## src/rtl/lcc_pkg.sv

```systemverilog
// Constants shared by the logic cell cluster design files
package lcc_pkg;

  // ----------------------------------------------------------------------
  // Structure
  // ----------------------------------------------------------------------
  localparam int N_CELLS  = 10;
  localparam int N_GLOBAL = 4;
  localparam int N_INPUTS = 4;
  localparam int ADDR_W   = 12;

  // ----------------------------------------------------------------------
  // Register offsets (byte addresses)
  // ----------------------------------------------------------------------
  localparam logic [11:0] CTRL_OFFSET   = 12'h000;
  localparam logic [11:0] GSRC_OFFSET   = 12'h004;
  localparam logic [11:0] CELL_OFFSET   = 12'h008;
  localparam logic [11:0] STATUS_OFFSET = 12'h030;

  // ----------------------------------------------------------------------
  // Control register fields
  // ----------------------------------------------------------------------
  localparam int CTRL_CLK_SEL_LSB = 0;
  localparam int CTRL_CLK_LOCAL   = 2;
  localparam int CTRL_CLR_SEL_LSB = 3;
  localparam int CTRL_CLR_LOCAL   = 5;
  localparam int CTRL_CLR_EN      = 6;
  localparam int CTRL_SCLR_EN     = 7;
  localparam int CTRL_SLOAD_EN    = 8;
  localparam logic [31:0] CTRL_RESET = 32'h0000_0000;

  // Global source register: five bits per line, select then cell index
  localparam int GSRC_FIELD_W   = 5;
  localparam int GSRC_SEL_BIT   = 4;
  localparam logic [31:0] GSRC_RESET = 32'h0000_0000;

  // ----------------------------------------------------------------------
  // Cell configuration fields
  // ----------------------------------------------------------------------
  localparam int CELL_TABLE_LSB = 0;
  localparam int CELL_MODE_LSB  = 16;
  localparam int CELL_BYPASS    = 18;
  localparam int CELL_ARITH     = 19;
  localparam int CELL_CARRY_SEL = 20;
  localparam int CELL_CASC_EN   = 21;
  localparam int CELL_CASC_OR   = 22;
  localparam logic [31:0] CELL_RESET = 32'h0004_0000;

  // Flip-flop behaviour codes
  localparam logic [1:0] FF_D  = 2'h0;
  localparam logic [1:0] FF_T  = 2'h1;
  localparam logic [1:0] FF_JK = 2'h2;
  localparam logic [1:0] FF_SR = 2'h3;

  // ----------------------------------------------------------------------
  // Status register fields
  // ----------------------------------------------------------------------
  localparam int STAT_OUT_LSB    = 0;
  localparam int STAT_Q_LSB      = 10;
  localparam int STAT_CARRY      = 20;
  localparam int STAT_CASC       = 21;
  localparam int STAT_GLOBAL_LSB = 22;

endpackage

```

## src/rtl/lcc_cluster.sv

```systemverilog
// Cluster of ten logic cells with control selection and APB configuration
`timescale 1ns/1ns
module lcc_cluster
(
  // APB clock and reset
  input  wire logic                       pclk,
  input  wire logic                       presetn,
  // APB slave
  input  wire logic                       psel,
  input  wire logic                       penable,
  input  wire logic                       pwrite,
  input  wire logic [lcc_pkg::ADDR_W-1:0] paddr,
  input  wire logic [31:0]                pwdata,
  output logic      [31:0]                prdata,
  output logic                            pready,
  output logic                            pslverr,
  // Dedicated global control pins
  input  wire logic [3:0]                 global_pin,
  // Local interconnect data, four per cell
  input  wire logic [39:0]                data_in,
  // Chain links from the cluster below
  input  wire logic                       carry_in,
  input  wire logic                       cascade_in,
  // Chain links to the cluster above
  output logic                            carry_out,
  output logic                            cascade_out,
  // Cell outputs to both local interconnects and row/column routing
  output logic      [9:0]                 local_a_out,
  output logic      [9:0]                 local_b_out,
  output logic      [9:0]                 route_out,
  // Global control lines as driven after source selection
  output logic      [3:0]                 global_out
);

  localparam int NC = lcc_pkg::N_CELLS;
  localparam int NG = lcc_pkg::N_GLOBAL;

  // ----------------------------------------------------------------------
  // Configuration registers
  // ----------------------------------------------------------------------
  logic [31:0]   ctrl_reg;
  logic [31:0]   gsrc_reg;
  logic [31:0]   cell_cfg_reg [NC];
  logic [31:0]   rd_data;
  logic [31:0]   status_word;
  logic [NG-1:0] global_reg;
  logic [NG-1:0] global_next;
  logic [NG-1:0] pin_sync;
  logic          clk_prev_reg;

  // ----------------------------------------------------------------------
  // APB decode
  // ----------------------------------------------------------------------
  logic                       setup_phase;
  logic                       access_phase;
  logic                       hit_ctrl;
  logic                       hit_gsrc;
  logic                       hit_cell;
  logic                       hit_status;
  logic                       mapped;
  logic [lcc_pkg::ADDR_W-1:0] cell_offs;
  logic [3:0]                 cell_idx;
  logic                       wr_en;

  // Decoding is combinational; no wait states are ever inserted
  assign setup_phase  = psel & ~penable;
  assign access_phase = psel & penable;
  assign hit_ctrl     = (paddr == lcc_pkg::CTRL_OFFSET);
  assign hit_gsrc     = (paddr == lcc_pkg::GSRC_OFFSET);
  assign hit_status   = (paddr == lcc_pkg::STATUS_OFFSET);
  assign cell_offs    = paddr - lcc_pkg::CELL_OFFSET;
  assign hit_cell     = (paddr >= lcc_pkg::CELL_OFFSET) && (paddr < lcc_pkg::STATUS_OFFSET)
                        && (paddr[1:0] == 2'h0);
  assign cell_idx     = cell_offs[5:2];
  assign mapped       = hit_ctrl | hit_gsrc | hit_cell | hit_status;
  assign wr_en        = access_phase & pwrite & mapped;
  assign pready       = 1'b1;
  assign pslverr      = access_phase & ~mapped;

  // Read selection; unmapped reads give zero
  assign rd_data = hit_ctrl   ? ctrl_reg :
                   hit_gsrc   ? gsrc_reg :
                   hit_cell   ? cell_cfg_reg[cell_idx] :
                   hit_status ? status_word : 32'h0000_0000;

  // Control and global source registers; status is read only
  always_ff @(posedge pclk or negedge presetn)
  begin
    if (!presetn)
    begin
      ctrl_reg <= lcc_pkg::CTRL_RESET;
      gsrc_reg <= lcc_pkg::GSRC_RESET;
    end
    else if (wr_en)
    begin
      if (hit_ctrl)
        ctrl_reg <= pwdata;
      if (hit_gsrc)
        gsrc_reg <= pwdata;
    end
  end

  // Cell configuration words
  always_ff @(posedge pclk or negedge presetn)
  begin
    if (!presetn)
    begin
      for (int i = 0; i < NC; i++)
        cell_cfg_reg[i] <= lcc_pkg::CELL_RESET;
    end
    else if (wr_en && hit_cell)
      cell_cfg_reg[cell_idx] <= pwdata;
  end

  // Read data is captured in the setup cycle so it leaves a flip-flop
  always_ff @(posedge pclk or negedge presetn)
  begin
    if (!presetn)
      prdata <= 32'h0000_0000;
    else if (setup_phase && !pwrite)
      prdata <= rd_data;
  end

  // ----------------------------------------------------------------------
  // Global control lines
  // ----------------------------------------------------------------------
  logic [NC-1:0] cell_out;
  logic [NC-1:0] cell_q;

  // Pins cross from outside, so each passes the filtered synchroniser
  lcc_sync3
  #(
    .WIDTH (NG)
  )
  u_pin_sync
  (
    .pclk     (pclk),
    .presetn  (presetn),
    .async_in (global_pin),
    .sync_out (pin_sync)
  );

  // Each line takes its pin or any cell output of this cluster
  always_comb
  begin
    logic [3:0] src_idx;
    src_idx     = 4'h0;
    global_next = pin_sync;
    for (int g = 0; g < NG; g++)
    begin
      src_idx = gsrc_reg[g*lcc_pkg::GSRC_FIELD_W +: 4];
      if (gsrc_reg[g*lcc_pkg::GSRC_FIELD_W + lcc_pkg::GSRC_SEL_BIT])
        global_next[g] = (src_idx < 4'(NC)) ? cell_out[src_idx] : 1'b0;
    end
  end

  // Registered so the dedicated lines leave the cluster glitch free
  always_ff @(posedge pclk or negedge presetn)
  begin
    if (!presetn)
      global_reg <= '0;
    else
      global_reg <= global_next;
  end

  assign global_out = global_reg;

  // ----------------------------------------------------------------------
  // Cluster control selection
  // ----------------------------------------------------------------------
  logic [1:0] clk_sel;
  logic [1:0] clr_sel;
  logic       clk_level;
  logic       clr_level;
  logic       tick;
  logic       aclr;
  logic       sclr;
  logic       sload;

  assign clk_sel = ctrl_reg[lcc_pkg::CTRL_CLK_SEL_LSB +: 2];
  assign clr_sel = ctrl_reg[lcc_pkg::CTRL_CLR_SEL_LSB +: 2];

  // Local control takes the first cell's inputs instead of a global line
  assign clk_level = ctrl_reg[lcc_pkg::CTRL_CLK_LOCAL] ? data_in[0]
                                                       : global_reg[clk_sel];
  assign clr_level = ctrl_reg[lcc_pkg::CTRL_CLR_LOCAL] ? data_in[1]
                                                       : global_reg[clr_sel];
  assign aclr  = ctrl_reg[lcc_pkg::CTRL_CLR_EN] & clr_level;
  assign sclr  = ctrl_reg[lcc_pkg::CTRL_SCLR_EN] & data_in[2];
  assign sload = ctrl_reg[lcc_pkg::CTRL_SLOAD_EN] & data_in[3];

  // The selected clock acts on its rising edge, seen once per edge
  always_ff @(posedge pclk or negedge presetn)
  begin
    if (!presetn)
      clk_prev_reg <= 1'b0;
    else
      clk_prev_reg <= clk_level;
  end

  assign tick = clk_level & ~clk_prev_reg;

  // ----------------------------------------------------------------------
  // Cells and chains
  // ----------------------------------------------------------------------
  logic [NC-1:0] carry_link;
  logic [NC-1:0] casc_link;
  logic [NC-1:0] carry_feed;
  logic [NC-1:0] casc_feed;

  // The first cell stays out of both chains; cell one takes the links below
  assign carry_feed[0] = 1'b0;
  assign casc_feed[0]  = 1'b1;
  assign carry_feed[1] = carry_in;
  assign casc_feed[1]  = cascade_in;
  assign carry_feed[NC-1:2] = carry_link[NC-2:1];
  assign casc_feed[NC-1:2]  = casc_link[NC-2:1];

  genvar k;
  generate
    for (k = 0; k < NC; k++)
    begin : g_cell
      lcc_cell u_cell
      (
        .pclk      (pclk),
        .presetn   (presetn),
        .table_cfg (cell_cfg_reg[k][lcc_pkg::CELL_TABLE_LSB +: 16]),
        .ff_mode   (cell_cfg_reg[k][lcc_pkg::CELL_MODE_LSB +: 2]),
        .bypass    (cell_cfg_reg[k][lcc_pkg::CELL_BYPASS]),
        .arith     (cell_cfg_reg[k][lcc_pkg::CELL_ARITH]),
        .carry_sel (cell_cfg_reg[k][lcc_pkg::CELL_CARRY_SEL]),
        .casc_en   (cell_cfg_reg[k][lcc_pkg::CELL_CASC_EN]),
        .casc_or   (cell_cfg_reg[k][lcc_pkg::CELL_CASC_OR]),
        .data      (data_in[k*lcc_pkg::N_INPUTS +: 4]),
        .carry_in  (carry_feed[k]),
        .casc_in   (casc_feed[k]),
        .tick      (tick),
        .aclr      (aclr),
        .sclr      (sclr),
        .sload     (sload),
        .cell_out  (cell_out[k]),
        .q_reg     (cell_q[k]),
        .carry_out (carry_link[k]),
        .casc_out  (casc_link[k])
      );
    end
  endgenerate

  // Chain ends continue into the next cluster of the row half
  assign carry_out   = carry_link[NC-1];
  assign cascade_out = casc_link[NC-1];

  // Same value on both local interconnects and the routing network
  assign local_a_out = cell_out;
  assign local_b_out = cell_out;
  assign route_out   = cell_out;

  // ----------------------------------------------------------------------
  // Status
  // ----------------------------------------------------------------------
  assign status_word = {6'h00, global_reg, casc_link[NC-1], carry_link[NC-1], cell_q, cell_out};

endmodule // lcc_cluster

```

## src/rtl/lcc_sync3.sv

```systemverilog
// Three-stage pin synchroniser with agreement filter
`timescale 1ns/1ns
module lcc_sync3
#(
  parameter int WIDTH = 4
)
(
  // Clock and reset
  input  wire logic             pclk,
  input  wire logic             presetn,
  // Asynchronous input and filtered result
  input  wire logic [WIDTH-1:0] async_in,
  output logic      [WIDTH-1:0] sync_out
);

  logic [WIDTH-1:0] s1_reg;
  logic [WIDTH-1:0] s2_reg;
  logic [WIDTH-1:0] s3_reg;
  logic [WIDTH-1:0] agree;
  logic [WIDTH-1:0] stable_next;

  // Only stages two and three are compared; stage one may be metastable
  assign agree       = ~(s2_reg ^ s3_reg);
  assign stable_next = (agree & s2_reg) | (~agree & sync_out);

  // ----------------------------------------------------------------------
  // Shift chain and filtered value
  // ----------------------------------------------------------------------
  always_ff @(posedge pclk or negedge presetn)
  begin
    if (!presetn)
    begin
      s1_reg   <= '0;
      s2_reg   <= '0;
      s3_reg   <= '0;
      sync_out <= '0;
    end
    else
    begin
      s1_reg   <= async_in;
      s2_reg   <= s1_reg;
      s3_reg   <= s2_reg;
      sync_out <= stable_next;
    end
  end

endmodule // lcc_sync3

```

## src/rtl/lcc_cell.sv

```systemverilog
// One logic cell: function table, chains and configurable flip-flop
`timescale 1ns/1ns
module lcc_cell
(
  // Clock and reset
  input  wire logic        pclk,
  input  wire logic        presetn,
  // Configuration
  input  wire logic [15:0] table_cfg,
  input  wire logic [1:0]  ff_mode,
  input  wire logic        bypass,
  input  wire logic        arith,
  input  wire logic        carry_sel,
  input  wire logic        casc_en,
  input  wire logic        casc_or,
  // Data and chain inputs
  input  wire logic [3:0]  data,
  input  wire logic        carry_in,
  input  wire logic        casc_in,
  // Cluster-wide control
  input  wire logic        tick,
  input  wire logic        aclr,
  input  wire logic        sclr,
  input  wire logic        sload,
  // Results
  output logic             cell_out,
  output logic             q_reg,
  output logic             carry_out,
  output logic             casc_out
);

  logic [3:0] idx4;
  logic [3:0] idx_sum;
  logic [3:0] idx_cy;
  logic       f4;
  logic       f_sum;
  logic       f;
  logic       comb;
  logic       q_next;

  // Any four-input function by table lookup; carry may replace input three
  assign idx4    = {carry_sel ? carry_in : data[3], data[2:0]};
  assign f4      = table_cfg[idx4];
  // Arithmetic splits the table into sum and carry halves
  assign idx_sum = {1'b0, carry_in, data[1:0]};
  assign idx_cy  = {1'b1, carry_in, data[1:0]};
  assign f_sum   = table_cfg[idx_sum];
  assign f       = arith ? f_sum : f4;
  assign carry_out = arith ? table_cfg[idx_cy] : carry_in;
  // Cascade joins this table to the one before it
  assign comb     = casc_en ? (casc_or ? (f | casc_in) : (f & casc_in)) : f;
  assign casc_out = comb;

  // ----------------------------------------------------------------------
  // Flip-flop behaviour
  // ----------------------------------------------------------------------
  always_comb
  begin
    q_next = q_reg;
    case (ff_mode)
      lcc_pkg::FF_D:  q_next = comb;
      lcc_pkg::FF_T:  q_next = q_reg ^ comb;
      lcc_pkg::FF_JK:
      begin
        case ({comb, data[2]})
          2'h1:    q_next = 1'b0;
          2'h2:    q_next = 1'b1;
          2'h3:    q_next = ~q_reg;
          default: q_next = q_reg;
        endcase
      end
      lcc_pkg::FF_SR:
      begin
        // Set and reset together hold the state
        if (comb && !data[2])
          q_next = 1'b1;
        else if (!comb && data[2])
          q_next = 1'b0;
      end
      default: q_next = q_reg;
    endcase
  end

  // Clear wins over load, load over the configured behaviour
  always_ff @(posedge pclk or negedge presetn)
  begin
    if (!presetn)
      q_reg <= 1'b0;
    else if (aclr)
      q_reg <= 1'b0;
    else if (tick)
    begin
      if (sclr)
        q_reg <= 1'b0;
      else if (sload)
        q_reg <= data[1];
      else
        q_reg <= q_next;
    end
  end

  // Unless bypassed, clear masks the output at once, before the register itself falls
  assign cell_out = bypass ? comb : (q_reg & ~aclr);

endmodule // lcc_cell

```

## config.mk

```make
export PLATFORM = sky130hd
export DESIGN_NAME = lcc_cluster
export DESIGN_NICKNAME = d
export VERILOG_FILES = /design/src/rtl/lcc_pkg.sv /design/src/rtl/lcc_cluster.sv /design/src/rtl/lcc_sync3.sv /design/src/rtl/lcc_cell.sv
export SDC_FILE = /design/constraint.sdc
export NUM_CORES = 1
export LEC_CHECK = 0
export ABC_AREA = 1
export BUFFER_PORTS_ARGS = -buffer_cell sky130_fd_sc_hd__buf_2
export CAP_MARGIN = 20
export CORE_UTILIZATION = 30
export DETAILED_ROUTE_END_ITERATION = 8
export PLACE_DENSITY = 0.41
export SLEW_MARGIN = 30
export SYNTH_ARGS = -nofsm -noshare
export SYNTH_HDL_FRONTEND = slang
export SYNTH_SLANG_ARGS = --single-unit
```

## constraint.sdc

```tcl
create_clock -name pclk -period 5.4 [get_ports pclk]
set_input_delay 0.81 -clock pclk [delete_from_list [all_inputs] [get_ports pclk]]
set_output_delay 0.81 -clock pclk [all_outputs]
set_load 0.005 [all_outputs]
```

-- Yosys cells after proc, flatten, opt, wreduce, memory -nomap -nowiden
Cells that the tools add are included.
- register bits after elaboration: 447
- latch bits: 0
- RAM bits: 0
- bits of input ports: 95
- ROM bits: 0
- logic and storage cells: 526
- output and inout bits: 70
- memories kept: 0
- $lt $le $gt $ge: 43
- equality and inequality tests: 82
- add/subtract/negate cells: 1
- muxes and demuxes: 229
- bitwise operators: 71
- multipliers: 0
- div/mod/pow operators: 0
- shift operators: 0
- reduce and logical (&&, ||, !) cells: 71
- operator list (kind ; number):
    320-bit bitwise mux ; 1
    32-bit two-way mux ; 6
    1-bit two-way mux ; 164
    32-bit binary-select mux with 4-bit select ; 1
    32-bit demux with 4-bit select ; 1
    4-bit by 5-bit less-than comparator with 1-bit output (second input constant) ; 23
    2-bit equality test (second input constant) ; 40
    7-bit by 3-bit inequality test with 1-bit output (second input constant) ; 9
    1-bit binary-select mux with 4-bit select ; 14
    1-bit binary-select mux with 3-bit select ; 18
    6-bit by 3-bit inequality test with 1-bit output (second input constant) ; 9
    3-bit by 5-bit less-than comparator with 1-bit output (second input constant) ; 9
    2-bit by 1-bit equality test with 1-bit output (second input constant) ; 20
    1-bit one-hot mux with 4 select lines ; 10
    1-bit one-hot mux with 3 select lines ; 10
    3-bit AND reduction ; 10
    1-bit bitwise AND ; 28
    26-bit two-way mux ; 1
    1-bit logical AND ; 25
    2-bit zero test ; 11
    1-bit zero test ; 21
    4-bit less-than comparator (second input constant) ; 4
    1-bit NOT ; 14
    12-bit by 3-bit equality test with 1-bit output (second input constant) ; 1
    21 further kinds ; 47

-- Longest topological paths before layout
Gate-level depths: netlist of the first run.
- word-level depth: 40
- mapped depth: 35
- gate-level depth less buffers: 34

-- Cells and area by module
From an unflattened synthesis of the first run, not the netlist that was laid out.
- cells, all modules: 3629
- area total of the unflattened synthesis: 25891.1 um2
- modules (own cells, without submodules) (module ; sequential area each (um2) ; area an instance (um2) ; cells an instance ; instances):
    lcc_cluster ; 10547.6 ; 20308.2 ; 2687 ; 1
    lcc_cell ; 25.0 ; 511.7 ; 91 ; 10
    lcc_sync3 ; 400.4 ; 465.4 ; 32 ; 1

-- Worst setup path before layout of the first run
OpenSTA, ideal clock, no wires.
- path kind: input to output
- start point: in data_in[8]
- end point: out local_a_out[9]
- buffers on the path: 3
- stages on the path: 28
- slack: 1.397 ns
- arrival: 3.193 ns
- required time: 4.590 ns
- cell sequence: buf_4 > inv_4 > nand2_1 > nand3_1 > nand2_1 > nor2_2 > nand3_4 > nand2_4 > nand2_4 > nand3_2 > nand2_1 > or2_1 > nand3_1 > nand2_1 > nand2_1 > nand2_2 > o21ai_4 > nand2_4 > nand2_4 > nand2_4 > nand2_4 > nand2_4 > nand2_4 > nand2_4 > nand3_2 > and2_4 > buf_6 > buf_4
- word-level cells in the longest chain between the ends: 29
- elaborated cells between the ends (all ways): 101
- classes of those cells: mux: 85; bitwise: 16
- RTL lines (element ; RTL line ; RTL):
    from (decl) ; lcc_cluster.sv:20 ; input wire logic [39:0] data_in,
    1-bit binary-select mux with 3-bit select ; lcc_cell.sv:49 ; assign carry_out = arith ? table_cfg[idx_cy] : carry_in;
    1-bit two-way mux (implied by the code) ; lcc_cell.sv:49 ;
    1-bit two-way mux ; lcc_cell.sv:49 ;
    1-bit binary-select mux with 3-bit select / 1-bit two-way mux (equally long branches) ; lcc_cell.sv:49, lcc_cell.sv:42 ;
    1-bit two-way mux (implied by the code) / 1-bit binary-select mux with 4-bit select (equally long branches) ; lcc_cell.sv:49, lcc_cell.sv:43 ;
    1-bit two-way mux (on tied branches) ; lcc_cell.sv:49, lcc_cell.sv:43 ;
    1-bit binary-select mux with 3-bit select, or another cell as far along ; lcc_cell.sv:49 ;
    1-bit two-way mux (implied by the code), or another cell as far along ; lcc_cell.sv:49 ;
    [... 13 more ...] ; - ;
    1-bit two-way mux (on tied branches) ; lcc_cell.sv:42, lcc_cell.sv:48, lcc_cell.sv:51 ;
    1-bit binary-select mux with 4-bit select, or another cell as far along ; lcc_cell.sv:43 ; assign f4 = table_cfg[idx4];
    1-bit two-way mux (on tied branches) ; lcc_cell.sv:43, lcc_cell.sv:51 ;
    1-bit two-way mux (on tied branches) ; lcc_cell.sv:48, lcc_cell.sv:51 ;
    1-bit bitwise AND / 1-bit bitwise OR (equally long branches) ; lcc_cell.sv:51 ; assign comb = casc_en ? (casc_or ? (f | casc_in) : (f & casc_in)) : f;
    1-bit two-way mux ; lcc_cell.sv:51 ;
    1-bit two-way mux (*) ; lcc_cell.sv:51 ;
    1-bit two-way mux (*) ; lcc_cell.sv:103 ; assign cell_out = bypass ? comb : (q_reg & ~aclr);
    to (decl) ; lcc_cluster.sv:28 ; output logic [9:0] local_a_out,
Every way passes the cells marked *; elsewhere a longest branch is shown, timed or not. The select of a mux whose other input is x is not followed.

-- Final worst setup path of the first run
- start point: in data_in[12]
- end point: out route_out[8]
- word-level cells in the longest chain between the ends: 23
- elaborated cells between the ends (all ways): 75
- classes of those cells: mux: 63; bitwise: 12
- RTL lines (element ; RTL line ; RTL):
    1-bit binary-select mux with 3-bit select ; lcc_cell.sv:49 ;
    1-bit two-way mux (implied by the code) ; lcc_cell.sv:49 ;
    1-bit two-way mux ; lcc_cell.sv:49 ;
    1-bit binary-select mux with 3-bit select / 1-bit two-way mux (equally long branches) ; lcc_cell.sv:49, lcc_cell.sv:42 ;
    1-bit two-way mux (implied by the code) / 1-bit binary-select mux with 4-bit select (equally long branches) ; lcc_cell.sv:49, lcc_cell.sv:43 ;
    1-bit two-way mux (on tied branches) ; lcc_cell.sv:49, lcc_cell.sv:43 ;
    1-bit binary-select mux with 3-bit select, or another cell as far along ; lcc_cell.sv:49 ;
    1-bit two-way mux (implied by the code), or another cell as far along ; lcc_cell.sv:49 ;
    [... 7 more ...] ; - ;
    1-bit two-way mux (on tied branches) ; lcc_cell.sv:42, lcc_cell.sv:48, lcc_cell.sv:51 ;
    1-bit binary-select mux with 4-bit select, or another cell as far along ; lcc_cell.sv:43 ;
    1-bit two-way mux (on tied branches) ; lcc_cell.sv:43, lcc_cell.sv:51 ;
    1-bit two-way mux (on tied branches) ; lcc_cell.sv:48, lcc_cell.sv:51 ;
    1-bit bitwise AND / 1-bit bitwise OR (equally long branches) ; lcc_cell.sv:51 ;
    1-bit two-way mux ; lcc_cell.sv:51 ;
    1-bit two-way mux (*) ; lcc_cell.sv:51 ;
    1-bit two-way mux (*) ; lcc_cell.sv:103 ;
    to (decl) ; lcc_cluster.sv:30 ; output logic [9:0] route_out,
Marked as above.

==> key figures, run 1 <==
Clocking
  – TritonCTS clock tree: done
  – Clock Sinks: 447
  – Clock root cell: clkbuf_16
  – CTS max path bufs: 3
  – Worst skew pair latency: 0.62 ns
  – Hold_buf cts: 0
  – # resized after CTS: 0
  – Num CTS Buffers: 55
  – CTS H-Tree Depth: 2
  – Post CTS Setup Buffer Count: 0
  – Clock transition at path regs: 0.06 ns

Cells and area
  – Area occupied by multi-input gates: 10,300 µm²
  – Share of layout cells above drive strength 1: 13.2%
  – FF/Latch Area: 11,200 µm²
  – Area grow syn2layout: 16.1%
  – Largest register FFs: 320
  – Nets@finish: 3,068
  – Filler cells: 7,940
  – Final antenna diode count: 0

Synthesis
  – Cell with the most instances after synthesis: nand2_1
  – Distinct cells, synth: 57
  – Ranking of synthesized cells by area: dfrtp_1 (47%), o21ai_0 (12%), nand2_1 (12%)
  – Sequential area share after synthesis: 48.3%
  – Most common library cells after synthesis: nand2_1 (718), o21ai_0 (548), dfrtp_1 (437)
  – Syn Std Cell Area: 23,200 µm²
  – Syn_area_per_cell: 8.03 µm²
  – Asr flop ratio synth: 100%
  – Number of flops mapped to enable cells by yosys: 0
  – Yosys top cell area share: 47.2%
  – Area leader, netlist: dfrtp_1
  – Synthesized netlist cell count: 2,886
  – Synth warn: 0
  – Yosys reg bits: 447
  – Synth Flop Type: dfrtp_1
  – Net Count, Synth: 3,003

Pwr
  – Power Total: 8.28 mW
  – P_leak: 12.0 nW
  – Power density cells: 308 nW/µm²
  – Max VDD drop: 0.232 mV

GRT
  – GRT busiest layer: met2
  – Grt met2 use: 39.3%
  – Via count of the first global-routing pass: 20,233
  – Overflow after GRT: 0
  – Met3 Use GR: 2.80%
  – First-pass GRT wire length: 139,000 µm
  – Largest net degree at the start of global routing: 137
  – Initial antenna violation count: 5
  – GR Layer Usage met1: 32.5%
  – Tot GR Track Use: 23.9%

Worst setup path
  – Delay-heaviest family, CP: simple AND/OR/NAND/NOR gates
  – Startpoint Class: input pin
  – Crit. End Element: primary output
  – Crit-path max cell delay: 0.37 ns
  – CP arrival: 4.00 ns
  – CP Cell Sequence: buf_2, inv_2, nor2_1, o21ai_0, nor2_1, nand3b_1, nand3_2, nand3_2, nand2_2, nand2_2, nand3b_1, nand3_1, nand3_1, nand3_1, nand2_1, a21oi_2, nand2_4, nand2_4, o21ai_0, inv_1, buf_2
  – Critical path type: in -> out
  – CP Buf/Inv Count: 4
  – CP dominant cell by count: nand3_1
  – Worst Path Required: 4.59 ns
  – Critical Path Fanout Max: 10
  – Slowest CP cell: o21ai_0

Timing
  – Setup TNS: 0 ns
  – Tcrit/Tclk final: 89.0%
  – Endpoints failing setup: 0
  – Max_slew headroom: 34.4%
  – Final slew viol count: 0
  – Max Clk Rate: 208 MHz
  – Worst Max-Slew Pin Slew: 0.981 ns
  – Worst Clk Skew: 0.0144 ns
  – Final-report hold violation count: 0
  – RSZ-0062 raised after global routing: no
  – Final Critical Period: 4.81 ns

Run status
  – Outcome: complete, no violations

Die
  – I/O pin cnt: 165
  – Die width: 280 µm
  – Initial core utilization: 30.4%
  – Die ar.: 78,300 µm²
  – CORE AREA: 76,200 µm²
  – Row count: 101
  – Die Ht: 280 µm

Drt
  – Routed WL per cell: 23.3 µm
  – Vias: 21,129
  – First-pass DRT Iterations: 5
  – Final ANT Viol Nets: 0
  – Initial drt markers: 1,887
  – Residual DRC count: 0
  – DR vias/cell: 5.25
  – Routed WL: 93,700 µm

Min path
  – Worst min-delay path class: in -> async

Placement
  – HPWL after detailed placement: 69,500 µm
  – GP Congestion: 0.896
  – IO Port Bufs: 163

Job
  – Max-Cap Viols: 0
## cells in the final DEF (no fill, tap or decap), drive strengths merged, types with 5 or more instances in the layout
master   netlist  routed
o221ai        21      21
buf           42     211
a32o           6       6
o22ai         67      67
a221oi         8       8
nand3b         8       8
clkinv         8      18
o211ai        42      42
nor2         100     100
nand2        746     746
inv          226     227
or2            6       6
clkbuf       161      81
a22oi         96      96
o21ai        555     555
nor3          28      28
a21oi        104     104
nand3        125     125
dfrtp        437     437
o2111ai        5       5
o31ai         13      13
bufinv         0       9
a211oi         8       8
ha            22      22
nand4         15      15
dfstp         10      10
## logic make-up after synthesis
logic type / Yosys count / share of synthesized area, %
compound gates: 942 / 23.6
xor+xnor: 2 / 0.0756
fa+ha+maj: 26 / 1.36
buf+inv: 437 / 7.72
flops: 447 / 48.3
other cells: 1 / 0.0162
simple gates: 1031 / 18.9
## report_power, final
| part | total [mW] | switching [mW] | internal (mW) |
|---|---|---|---|
| clock | 4.07 | 1.54 | 2.53 |
| sequential | 3.41 | 0.0308 | 3.38 |
| combinational | 0.804 | 0.602 | 0.201 |
## final cells by class
cell class	count	area share, %
well taps	1030	4.79
multi-input cells	2002	38.2
repair buffers	211	4.63
clock buffers	81	6.12
clock inverters	21	1.29
inverters	234	3.30
flip-flops and latches	447	41.6
## worst paths after layout
kind                                      start                      to  slack [ns]  depth (start not counted)
setup / recovery                    data_in[12]            route_out[8]        0.59                         21
hold / removal                          presetn  g_cell[6].u_cell.q_reg        0.06                          1
hold reg to reg            u_pin_sync.s1_reg[3]    u_pin_sync.s2_reg[3]        0.35                          0
max in group asynchronous               presetn       cell_cfg_reg[198]        3.79                          3
setup reg to reg              cell_cfg_reg[259]  g_cell[9].u_cell.q_reg        1.53                         30
min in group pclk                 global_pin[1]    u_pin_sync.s1_reg[1]        0.29                          1
## metrics by stage
step	util, %	setup WS, ns	std cells	instance area (µm²)	hold slack (ns)
2_1_floorplan	-	1.40	2886	23200	0.331
5_1_grt	35.3	0.371	4026	26900	0.0497
6_report	35.3	0.594	4026	26900	0.0568
3_5_place_dp	32.6	0.637	3923	24900	0.341
4_1_cts	35.2	0.615	4025	26900	0.251
3_3_place_gp	32.6	0.700	3923	24900	0.336
## metal layers
layer / wire length, µm / vias to the layer above
met5: 34 / -
met4: 3250 / 6
met3: 4320 / 144
met2: 44600 / 655
met1: 41500 / 10361
li1: - / 9963
## worst reg2reg max path: cells and delay by family, from the launching register on
family	cells	cell delay (ns)
DFF	1	0.46
adders and majority gates	1	0.33
and+or+nand+nor	26	2.41
AOI/OAI and AO/OA	3	0.56
Power figures use the tool's default switching activity.
==> inputs of run 2 (changes only) <==
Settings changed: GPL_TIMING_DRIVEN set to 0.
==> key figures, run 2 (synthesized netlist as in run 1, its figures left out) <==
Worst setup path
  – Worst Setup SP: data_in[5]
  – FF-to-FF path depth: 30
  – Crit. End Element: primary output
  – R2r endpoint: g_cell[9].u_cell.q_reg
  – CP arrival: 4.41 ns
  – Stages on the worst setup path: 28
  – CP Capture Point: route_out[8]
  – Critical path type: in -> out
  – CP Buf/Inv Count: 6
  – Slowest CP cell: o21ai_4
  – CP dominant cell by count: nand2_1
  – FF-to-FF Start: cell_cfg_reg[257]
  – Crit-path max cell delay: 0.27 ns
  – Delay-heaviest family, CP: simple AND/OR/NAND/NOR gates
  – Reg2Reg Setup Slack: 1.11 ns
  – Startpoint Class: input pin
  – Worst Path Required: 4.59 ns
  – Critical Path Fanout Max: 6

Timing
  – Tcrit/Tclk final: 96.7%
  – Hold WS: 0.0305 ns
  – Max_slew headroom: 28.7%
  – Endpoints failing setup: 0
  – Max Clk Rate: 191 MHz
  – Final Critical Period: 5.22 ns
  – RSZ-0062 raised after global routing: no
  – Fin worst setup slack: 0.176 ns
  – Final-report hold violation count: 0
  – Final slew viol count: 0
  – Worst Clk Skew: 0.0247 ns
  – Worst Max-Slew Pin Slew: 1.07 ns

Cells and area
  – Nets@finish: 3,232
  – Share of layout cells above drive strength 1: 12.7%
  – Final Cell Area: 27,500 µm²
  – Commonest non-fill, non-tap cells in the layout: nand2_1 (717), o21ai_0 (542), dfrtp_1 (437)
  – Final Util: 36.1%
  – Largest register FFs: 320
  – Commonest non-fill, non-tap cell in the layout: nand2_1
  – Area grow syn2layout: 18.9%

GRT
  – Largest net degree at the start of global routing: 84
  – Overflow after GRT: 0
  – Initial antenna violation count: 5
  – Via count of the first global-routing pass: 21,965
  – Tot GR Track Use: 27.3%
  – First-pass GRT wire length: 155,000 µm

Die
  – Initial core utilization: 30.4%
  – Die ar.: 78,300 µm²
  – CORE AREA: 76,200 µm²
  – Die Ht: 280 µm
  – Die width: 280 µm
  – I/O pin cnt: 165
  – Row count: 101

Drt
  – Routed WL per cell: 25.6 µm
  – Final ANT Viol Nets: 0
  – Routed WL: 107,000 µm
  – First-pass DRT Iterations: 5
  – Residual DRC count: 0
  – Initial drt markers: 2,348
  – Vias: 22,718
  – DR vias/cell: 5.42

Pwr
  – Power Total: 8.45 mW
  – Switching part of the total power: 28.0%
  – Internal power: 6.08 mW
  – NetSw: 2.36 mW
  – Register share of total power: 40.4%
  – Gate power share: 11.2%
  – Clock power frac: 48.4%
  – Power density cells: 307 nW/µm²
  – Max VDD drop: 0.246 mV
  – P_leak: 12.2 nW

Clocking
  – Num CTS Buffers: 56
  – CTS max path bufs: 3
  – Clock transition at path regs: 0.06 ns
  – CTS H-Tree Depth: 2
  – Worst skew pair latency: 0.64 ns
  – Clock Sinks: 447
  – TritonCTS clock tree: done
  – Hold_buf cts: 0
  – Clock root cell: clkbuf_16

Placement
  – Area of placed instances: 25,500 µm²
  – HPWL after detailed placement: 83,700 µm
  – GP Congestion: 0.923
  – Dpl ws: -0.571 ns
  – IO Port Bufs: 157

Run status
  – Outcome: complete, no violations

Min path
  – Worst min-delay path class: in -> async

Job
  – Max-Cap Viols: 0
run 2: layout make-up:
| class | count | area [µm²] |
|---|---|---|
| diodes | 3 | 7.51 |
| plain buffers | 203 | 907 |
| clock buffers | 78 | 1680 |
| clock inverters | 26 | 300 |
| fillers | 8109 | 48700 |
| inverters | 234 | 896 |
| multi-input cells | 2002 | 10200 |
| flip-flops and latches | 447 | 11200 |
| well taps | 1030 | 1290 |
| repair buffers | 171 | 1030 |
run 2: timing repair:
item	4_1_cts	5_1_grt
setup buffers	0	5
gates resized for setup	3	5
pin swaps	0	2
setup endpoints to repair	3	19
run 2: worst min-delay path by stage:
stage	from	endpoint	slack, ns
after CTS	presetn	g_cell[4].u_cell.q_reg	0.005
final	presetn	g_cell[4].u_cell.q_reg	0.03
after floorplan	u_pin_sync.s1_reg[0]	u_pin_sync.s2_reg[0]	0.33
after global placement	u_pin_sync.s1_reg[1]	u_pin_sync.s2_reg[1]	0.33
after detailed placement	u_pin_sync.s1_reg[1]	u_pin_sync.s2_reg[1]	0.33
after global routing	presetn	g_cell[4].u_cell.q_reg	0.03
run 2: stage by stage:
step,setup TNS [ns],std cells
4_1_cts,0,4186
5_1_grt,0,4192
3_3_place_gp,-2758.14,4073
6_report,0,4194
2_1_floorplan,0,2886
3_5_place_dp,-1.70,4082
run 2: per-layer routing:
layer  share of wire [%]  vias to the layer above  global-route usage, %
met5               0.024                        -                      0
met4                 2.8                        4                   7.89
met3                 6.5                      133                   4.10
met2                  46                      861                   43.5
met1                  45                    11422                   38.2
li1                    -                    10298                      -
run 2: power groups by stage:
stage / clock network [mW] / registers, mW / logic [mW]
finish: 4.09 / 3.41 / 0.944
global route: 4.29 / 3.41 / 1.02
CTS: 4.16 / 3.41 / 0.938
detailed placement: 0 / 3.47 / 0.933
global placement: 0 / 3.47 / 0.899
floorplan: 0 / 3.45 / 0.419
